===== src/hw/rfm_pkg.sv =====
/*
 * Constants, codes, register map and state types of the resolver fault monitor.
 * Assumes a single 100 MHz clock and a zero-wait APB slave port.
 */
package rfm_pkg;

	// ----------------------------------------------------------------
	// Timing
	// ----------------------------------------------------------------
	localparam int CLK_MHZ = 100;
	localparam int MASK_TIME_US = 100;
	localparam int MASK_CYC_DEF = MASK_TIME_US * CLK_MHZ;
	localparam int MASK_CNT_W = 16;

	// ----------------------------------------------------------------
	// Fault codes and priority ranks (smaller rank wins)
	// ----------------------------------------------------------------
	localparam logic [2:0] CODE_NONE = 3'h0;
	localparam logic [2:0] CODE_AMP = 3'h1;
	localparam logic [2:0] CODE_COS = 3'h2;
	localparam logic [2:0] CODE_SIN = 3'h3;
	localparam logic [2:0] CODE_UNLOCK = 3'h4;
	localparam logic [2:0] CODE_TEMP = 3'h6;
	localparam logic [2:0] CODE_MASK = 3'h7;
	localparam logic [2:0] RANK_COS = 3'h1;
	localparam logic [2:0] RANK_SIN = 3'h2;
	localparam logic [2:0] RANK_AMP = 3'h3;
	localparam logic [2:0] RANK_UNLOCK = 3'h4;
	localparam logic [2:0] RANK_TEMP = 3'h5;
	localparam logic [2:0] RANK_NONE = 3'h7;

	// ----------------------------------------------------------------
	// Detection thresholds
	// ----------------------------------------------------------------
	localparam int TEMP_W = 9;
	localparam logic [TEMP_W-1:0] TEMP_LIMIT_C = 9'h096;

	// ----------------------------------------------------------------
	// Register map (byte addresses) and fields
	// ----------------------------------------------------------------
	localparam int APB_AW = 8;
	localparam logic [APB_AW-1:0] OFS_ENABLE = 8'h00;
	localparam logic [APB_AW-1:0] OFS_STATUS = 8'h04;
	localparam logic [APB_AW-1:0] OFS_CLEAR = 8'h08;
	localparam int NSRC = 5;
	localparam logic [NSRC-1:0] ENABLE_RST = 5'h1F;
	localparam int ST_LIVE = 0;
	localparam int ST_LATCH = 1;
	localparam int ST_CODE_LSB = 2;
	localparam int ST_STORED_LSB = 5;
	localparam int ST_SRC_LSB = 8;
	localparam int ST_MASKING = 13;
	localparam int CLR_BIT = 0;

	// ----------------------------------------------------------------
	// Types
	// ----------------------------------------------------------------
	typedef enum logic [1:0] {
		RFM_MASK = 2'b01,
		RFM_RUN = 2'b10
	} rfm_mode_e;

	// Bit order matches the enable register: amp is bit 0
	typedef struct packed {
		logic temp;
		logic unlock;
		logic sin_brk;
		logic cos_brk;
		logic amp;
	} rfm_src_s;

	typedef struct packed {
		rfm_mode_e mode;
		logic [MASK_CNT_W-1:0] mask_cnt;
		logic [NSRC-1:0] enable;
		rfm_src_s src;
		logic clr_n;
		logic live;
		logic latched;
		logic [2:0] stored;
		logic [31:0] rdata;
	} rfm_state_s;

endpackage


===== src/hw/rfm_fault_monitor.sv =====
/*
 * Resolver fault monitor: gathers amplitude, broken-wire, loop-unlock and
 * over-temperature faults, drives live and latched fault pins and a
 * prioritised 3-bit fault code, with an APB register port.
 * Assumes all inputs synchronous to REF_CLK; analog detectors lie outside.
 */
// Summary of operation
// - Compare averaged loop counter against excitation counter in frequency and phase.
// - Flag loop unlock when frequency or phase relation breaks down.
// - No unlock fault while frequency matches and phase relation holds.
// - Loop and excitation counter values are not brought out to pins.
// - Flag over-temperature when junction temperature exceeds 150 degrees.
// - Any fault raises live and latched outputs with its matching code.
// - Amplitude fault gives code 001, priority 3.
// - Broken cosine line gives code 010, priority 1, highest.
// - Broken sine line gives code 011, priority 2.
// - Loop unlock gives code 100, priority 4.
// - Over-temperature code 110, priority 5; 101 unused; 000 means no fault.
// - After reset release present code 111 to mask start-up reporting.
// - With simultaneous faults show only the highest-priority code.
// - Smaller priority number means higher priority.
// - Clear strobe low clears latched output and stored code.
// - Latched output stays high after clear while the cause persists.
// - High level on live or latched output means an error.
// - Fault detection never blocks or alters angle conversion outputs.
`timescale 1ns/1ns
module rfm_fault_monitor
	import rfm_pkg::*;
#(
	parameter int CNT_W = 12,
	parameter logic [CNT_W-1:0] PHASE_OFS = '0,
	parameter logic [CNT_W-1:0] UNLOCK_TOL = 12'h010,
	parameter int MASK_CYC = MASK_CYC_DEF
) (
	input wire logic REF_CLK, // System clock, 100 MHz
	input wire logic RST_B, // Synchronous reset, active low
	input wire logic AMP_FAULT, // Square-sum amplitude below threshold
	input wire logic COS_BROKEN, // Cosine line broken-wire detect
	input wire logic SIN_BROKEN, // Sine line broken-wire detect
	input wire logic [CNT_W-1:0] LOOP_P_CNT, // Counter of first tracking loop
	input wire logic [CNT_W-1:0] LOOP_M_CNT, // Counter of second tracking loop
	input wire logic [CNT_W-1:0] EXC_CNT, // Excitation generating counter
	input wire logic [TEMP_W-1:0] JUNCTION_TEMP, // Temperature indicator, deg C
	input wire logic FAULT_CLEAR_STROBE_N, // Error reset strobe, active low
	output logic LIVE_FAULT_OUT, // Current fault, high on error
	output logic LATCHED_FAULT_OUT, // Held fault, high on error
	output logic FAULT_CODE_BIT0, // Fault code bit 0
	output logic FAULT_CODE_BIT1, // Fault code bit 1
	output logic FAULT_CODE_BIT2, // Fault code bit 2
	input wire logic PSEL, // APB select
	input wire logic PENABLE, // APB enable
	input wire logic PWRITE, // APB direction
	input wire logic [APB_AW-1:0] PADDR, // APB byte address
	input wire logic [31:0] PWDATA, // APB write data
	output logic [31:0] PRDATA, // APB read data
	output logic PREADY, // APB ready
	output logic PSLVERR // APB error
);

	// ----------------------------------------------------------------
	// Functions
	// ----------------------------------------------------------------
	function automatic logic [2:0] code_rank(input logic [2:0] code);
		case (code)
			CODE_COS: code_rank = RANK_COS;
			CODE_SIN: code_rank = RANK_SIN;
			CODE_AMP: code_rank = RANK_AMP;
			CODE_UNLOCK: code_rank = RANK_UNLOCK;
			CODE_TEMP: code_rank = RANK_TEMP;
			default: code_rank = RANK_NONE;
		endcase
	endfunction

	// Lower rank wins; ties keep the first argument
	function automatic logic [2:0] better(input logic [2:0] a, input logic [2:0] b);
		better = (code_rank(b) < code_rank(a)) ? b : a;
	endfunction

	function automatic logic [2:0] encode(input rfm_src_s s);
		logic [2:0] c;
		c = CODE_NONE;
		if (s.temp) c = better(c, CODE_TEMP);
		if (s.unlock) c = better(c, CODE_UNLOCK);
		if (s.amp) c = better(c, CODE_AMP);
		if (s.sin_brk) c = better(c, CODE_SIN);
		if (s.cos_brk) c = better(c, CODE_COS);
		encode = c;
	endfunction

	// ----------------------------------------------------------------
	// State
	// ----------------------------------------------------------------
	localparam rfm_state_s STATE_RST = '{mode: RFM_MASK, mask_cnt: '0, enable: ENABLE_RST,
		src: '0, clr_n: 1'b1, live: 1'b0, latched: 1'b0, stored: CODE_NONE, rdata: '0};
	localparam logic [MASK_CNT_W-1:0] MASK_LAST = MASK_CNT_W'(MASK_CYC - 1);

	rfm_state_s s_q;
	rfm_state_s s_d;
	logic [CNT_W:0] loop_sum;
	logic [CNT_W-1:0] loop_avg;
	logic [CNT_W-1:0] phase_err;
	logic [CNT_W-1:0] phase_mag;
	logic unlock_raw;
	logic [2:0] cur_code;
	logic clr_now;
	logic apb_wr;
	logic apb_hit;
	logic [31:0] status_word;

	// ----------------------------------------------------------------
	// Loop lock comparison
	// ----------------------------------------------------------------
	// A frequency mismatch shows up as a drifting phase error, so one
	// window on the error covers both; counter values stay internal.
	always_comb begin
		loop_sum = {1'b0, LOOP_P_CNT} + {1'b0, LOOP_M_CNT};
		loop_avg = loop_sum[CNT_W:1];
		phase_err = loop_avg - EXC_CNT - PHASE_OFS;
		phase_mag = phase_err[CNT_W-1] ? CNT_W'(-phase_err) : phase_err;
		unlock_raw = (phase_mag > UNLOCK_TOL);
	end

	// ----------------------------------------------------------------
	// APB decode
	// ----------------------------------------------------------------
	always_comb begin
		// Code of the enabled sources, worked out here so the next-state logic only reads it
		cur_code = encode(rfm_src_s'(s_q.src & s_q.enable));
		apb_hit = (PADDR == OFS_ENABLE) || (PADDR == OFS_STATUS) || (PADDR == OFS_CLEAR);
		apb_wr = PSEL && PENABLE && PWRITE && apb_hit;
		status_word = '0;
		status_word[ST_LIVE] = s_q.live;
		status_word[ST_LATCH] = s_q.latched;
		status_word[ST_CODE_LSB +: 3] = cur_code;
		status_word[ST_STORED_LSB +: 3] = s_q.stored;
		status_word[ST_SRC_LSB +: NSRC] = s_q.src;
		status_word[ST_MASKING] = (s_q.mode == RFM_MASK);
	end

	// ----------------------------------------------------------------
	// Next state
	// ----------------------------------------------------------------
	always_comb begin
		s_d = s_q;
		// Strobe low, or a software clear write, clears the hold
		clr_now = !s_q.clr_n || (apb_wr && PADDR == OFS_CLEAR && PWDATA[CLR_BIT]);
		s_d.clr_n = FAULT_CLEAR_STROBE_N;
		s_d.src.amp = AMP_FAULT;
		s_d.src.cos_brk = COS_BROKEN;
		s_d.src.sin_brk = SIN_BROKEN;
		s_d.src.unlock = unlock_raw;
		s_d.src.temp = (JUNCTION_TEMP > TEMP_LIMIT_C);
		if (apb_wr && PADDR == OFS_ENABLE) begin
			s_d.enable = PWDATA[NSRC-1:0];
		end
		if (PSEL && !PENABLE) begin
			s_d.rdata = (PADDR == OFS_ENABLE) ? 32'(s_q.enable) :
				(PADDR == OFS_STATUS) ? status_word : '0;
		end
		case (s_q.mode)
			RFM_MASK: begin
				// Reporting stays off until the detectors settle
				s_d.live = 1'b0;
				s_d.latched = 1'b0;
				s_d.stored = CODE_NONE;
				s_d.mask_cnt = s_q.mask_cnt + MASK_CNT_W'(1);
				if (s_q.mask_cnt == MASK_LAST) begin
					s_d.mode = RFM_RUN;
				end
			end
			RFM_RUN: begin
				s_d.live = (cur_code != CODE_NONE);
				// A fault present in the clear cycle wins over the clear
				s_d.latched = (s_q.latched && !clr_now) || (cur_code != CODE_NONE);
				s_d.stored = clr_now ? cur_code : better(s_q.stored, cur_code);
			end
			default: s_d = STATE_RST;
		endcase
	end

	always_ff @(posedge REF_CLK) begin
		if (!RST_B) begin
			s_q <= STATE_RST;
		end else begin
			s_q <= s_d;
		end
	end

	// ----------------------------------------------------------------
	// Outputs
	// ----------------------------------------------------------------
	// Nothing here feeds the angle path, so a fault cannot disturb it
	logic [2:0] code_out;
	always_comb begin
		code_out = (s_q.mode == RFM_MASK) ? CODE_MASK : s_q.stored;
		LIVE_FAULT_OUT = s_q.live;
		LATCHED_FAULT_OUT = s_q.latched;
		FAULT_CODE_BIT0 = code_out[0];
		FAULT_CODE_BIT1 = code_out[1];
		FAULT_CODE_BIT2 = code_out[2];
		PRDATA = s_q.rdata;
		PREADY = 1'b1;
		PSLVERR = PSEL && PENABLE && !apb_hit;
	end

	logic run_q;
	assign run_q = (s_q.mode == RFM_RUN);
endmodule // rfm_fault_monitor


===== config.mk =====
export PLATFORM = sky130hd
export DESIGN_NAME = rfm_fault_monitor
export DESIGN_NICKNAME = d
export VERILOG_FILES = /design/src/hw/rfm_pkg.sv /design/src/hw/rfm_fault_monitor.sv
export SDC_FILE = /design/constraint.sdc
export NUM_CORES = 1
export LEC_CHECK = 0
export ABC_AREA = 1
export BUFFER_PORTS_ARGS = -buffer_cell sky130_fd_sc_hd__buf_2
export CAP_MARGIN = 20
export CORE_ASPECT_RATIO = 0.6
export CORE_UTILIZATION = 47
export CTS_CLUSTER_SIZE = 8
export DETAILED_ROUTE_END_ITERATION = 12
export MAX_ROUTING_LAYER = met4
export PLACE_DENSITY = 0.83
export SYNTH_ARGS = -nofsm -noshare
export SYNTH_HDL_FRONTEND = slang
export SYNTH_SLANG_ARGS = --single-unit

===== constraint.sdc =====
create_clock -name REF_CLK -period 2.8 [get_ports REF_CLK]
set_input_delay 0.42 -clock REF_CLK [delete_from_list [all_inputs] [get_ports REF_CLK]]
set_output_delay 0.42 -clock REF_CLK [all_outputs]
set_load 0.05 [all_outputs]

==> reports/results.ini <==
[outcome]
status = finished, violations left
violations = negative setup slack

[floorplan]
die_h_um = 73.9
start_util_pct = 49.9
die-area_um2 = 9000
core_area_um2 = 8100
fp-row-count = 25
ios = 133
fp.dieW_um = 122

[worst_setup_path]
cp-end-kind = flip-flop
crit_chain = buf_2, ha_4, a21oi_4, o21ai_2, a21oi_2, o21ai_2, xnor2_1, inv_1, ha_4, nand2_1, nor2_1, nand3_1, nand3_1, nand2_1, nand2_1, o21ai_0, nor2_1, nand2_1, nand2_1, nand3_2, nor2_1, nor2_1
crit_slowest_cell = ha_4
crit_top_cell = nand2_1
crit_type = primary input to flip-flop
critPathBufInv = 2
cp.arrival_ns = 3.20
worstPathRequired_ns = 2.99
reg2reg_from = s_q[32]$_SDFFE_PN0P_
r2r_slack_ns = 0.75
start_kind = primary input
timing.rr.end = s_q[32]$_SDFFE_PN0P_
crit_family = simple AND/OR/NAND/NOR gates
reg2reg_depth = 10
crit_fanout = 5
cpPeakStageDelay_ns = 0.29

[drt]
drt_wl_total_mm = 11.0
ant_nets = 0
drt-pass1-iter-count = 5
vias = 4404
drt_iter0_drc = 430
drc_errors = 0
wl_per_cell_um = 12.7
viasPerCell = 5.10

[timing]
fin_setup_tns_ns = -0.216
post-route-period-util_pct = 108
max_freq_mhz = 332
slew_violations = 0
rsz0062_at_grt = true
setup_slack_ns = -0.216
finalSetupViolCount = 1
hold_viol = 0
fin_crit_ns = 3.02
fin_skew_ns = 0.00607

[global_routing]
grtUsageMet2_pct = 39.6
grtUsageMet3_pct = 5.51
grt_max_degree = 16
gr-total-overflow = 0
grt_use_met1_pct = 32.6
grt_pass1_vias = 3911
grt_pass1_wl_mm = 17.4
top_usage_layer = met2
grt_use_total_pct = 25.2
antenna_found_initial = 1

[synthesis]
synth-compound-area-share_pct = 11.4
synth_edf_count = 0
synth_top_family_by_area = simple AND/OR/NAND/NOR gates
syn-cell-area_um2 = 4050
synth.distinct_cells = 47
synth-seq-area-share_pct = 23.7
synth_xor_area_share_pct = 2.60
synthArstFlopShare_pct = 0
avgSynthCellArea_um2 = 6.52
synthAdderAreaFrac_pct = 10.6
synth_flop_cell = dfxtp_1
yosysWarnings = 0
yosys-mux-area-fraction_pct = 0
ys_ff_latch = 48
yosys.area_share.simple_pct = 35.8
netlist_instances = 621

[power]
power_density_nw_per_um2 = 522
peakVddDrop_uv = 289
finalPower_mw = 2.75
leakagePower_nw = 2.69

[clock_network]
path_clk_slew_ns = 0.06
htreeDepth = 2
cts_made_buffers = 5
cts-root-buf = clkbuf_16
clock-sinks = 48
cts_tree = yes
clk_latency_ns = 0.29
max-clock-path-buffers = 2

[run]
maxCapViolCount = 0

[cells_and_area]
syn_to_final_growth_pct = 30.3
num-nets-final = 880
layout.cells.most_common = nand2_1
final_cells = 863
multi_input_comb_area_um2 = 2760
area.sequential_um2 = 961
drive_gt1_share_pct = 31.8
n_fill_cell = 668
layout_common_cells = nand2_1 (155), buf_2 (84), inv_1 (83)

[placement]
port_buffers = 86
dp_hpwl_mm = 8.30
gp_congestion = 0.890
dp_cells = 841
place_ws_ns = -0.574

[min_path]
whs_path_depth = 2
hp-class = primary input to flip-flop
hold-path-endpoint = s_q[37]$_SDFF_PN1_
min_from = FAULT_CLEAR_STROBE_N

## metal layers
layer | part of all wire (%) | vias up
met5 | 0 | -
met4 | 2.0 | 0
met3 | 7.6 | 22
met2 | 45 | 172
met1 | 46 | 1991
li1 | - | 2219
## final cells by class
cell class | count | area share [%]
diodes | 1 | 0.0475
clock inverters | 2 | 0.665
inverters | 94 | 6.69
well taps | 108 | 2.56
repair buffers | 145 | 16.9
flip-flops and latches | 48 | 18.2
clock buffers | 6 | 2.44
multi-input cells | 459 | 52.4
## stage by stage
| step | area, µm² | util, % | hold slack, ns |
|---|---|---|---|
| floorplan | 4130 | - | 0.434 |
| global placement | 4760 | 58.7 | 0.448 |
| detailed placement | 4760 | 58.7 | 0.456 |
| CTS | 5120 | 63.2 | 0.301 |
| global route | 5270 | 65.1 | 0.310 |
| finish | 5270 | 65.1 | 0.306 |
## how the worst max path moves through the flow
| stage | slack, ns | cells past startpoint | to | startpoint |
|---|---|---|---|---|
| final | -0.22 | 22 | s_q[41]$_SDFF_PN0_ | LOOP_M_CNT[2] |
| after global routing | -0.38 | 22 | s_q[41]$_SDFF_PN0_ | LOOP_P_CNT[6] |
| after CTS | -0.1 | 21 | s_q[41]$_SDFF_PN0_ | LOOP_M_CNT[0] |
| after detailed placement | -0.57 | 20 | s_q[41]$_SDFF_PN0_ | LOOP_P_CNT[4] |
| after global placement | -0.50 | 23 | s_q[41]$_SDFF_PN0_ | LOOP_P_CNT[4] |
| after floorplan | -0.11 | 20 | s_q[41]$_SDFF_PN0_ | LOOP_P_CNT[0] |
## worst reg2reg max path: stages (launching register included)
cell and delay, ns:
dfxtp_1 0.39, inv_1 0.11, ha_1 0.29, o21ai_0 0.08, inv_1 0.09, nor2_1 0.11
ha_1 0.26, a21oi_1 0.19, nand2_1 0.17, a21oi_1 0.19, nor2_1 0.06
## sequential cells by signal, indices dropped and copies added, names as in the netlist
register           flops
PRDATA                14
LIVE_FAULT_OUT         1
s_q                   32
LATCHED_FAULT_OUT      1
## cells by family after synthesis
kind of cell             count (synthesis)
AND/OR/NAND/NOR                        317
other                                    2
flip-flops                              48
adder cells (fa/ha/maj)                 33
buffers and inverters                  131
AO/OA/AOI/OAI                           78
XOR/XNOR                                12
## repair_timing
item,CTS,global route
endpoints found under the hold margin,0,0
pin swaps,19,27
setup buffers,10,3
gates resized for setup,30,31
hold buffers,0,0
setup endpoints to repair,1,1
gates cloned,0,0
## where the power goes
| part | switching [mW] | internal, mW |
|---|---|---|
| Clock | 0.252 | 0.420 |
| Sequential | 0.00816 | 0.694 |
| Combinational | 0.800 | 0.575 |
## synthesized netlist by cell type (2+ instances only)
| master | instances | share of area [%] |
|---|---|---|
| nor4_4 | 2 | 1.1 |
| o211ai_1 | 3 | 0.56 |
| ha_1 | 31 | 9.6 |
| a31oi_1 | 4 | 0.62 |
| nor3_2 | 2 | 0.49 |
| a221o_1 | 2 | 0.49 |
| buf_4 | 34 | 6.3 |
| fa_1 | 2 | 0.99 |
| nand4_1 | 8 | 1.2 |
| nand2_2 | 13 | 2.0 |
| clkinv_1 | 2 | 0.19 |
| o221ai_1 | 2 | 0.43 |
| nor2_4 | 2 | 0.56 |
| nor2_2 | 6 | 0.93 |
| buf_6 | 2 | 0.56 |
| o21ai_0 | 17 | 2.1 |
| a21oi_2 | 2 | 0.43 |
| inv_2 | 3 | 0.28 |
| nor3_1 | 11 | 1.4 |
| a21oi_1 | 39 | 4.8 |
| nand2_1 | 164 | 15 |
| nor2_1 | 48 | 4.5 |
| inv_1 | 89 | 8.3 |
| nand3_1 | 51 | 6.3 |
| conb_1 | 2 | 0.19 |
| xnor2_1 | 7 | 1.5 |
| dfxtp_1 | 48 | 24 |
| nor4_1 | 2 | 0.31 |
| xor2_1 | 5 | 1.1 |
(Power assumes the default switching activity.)
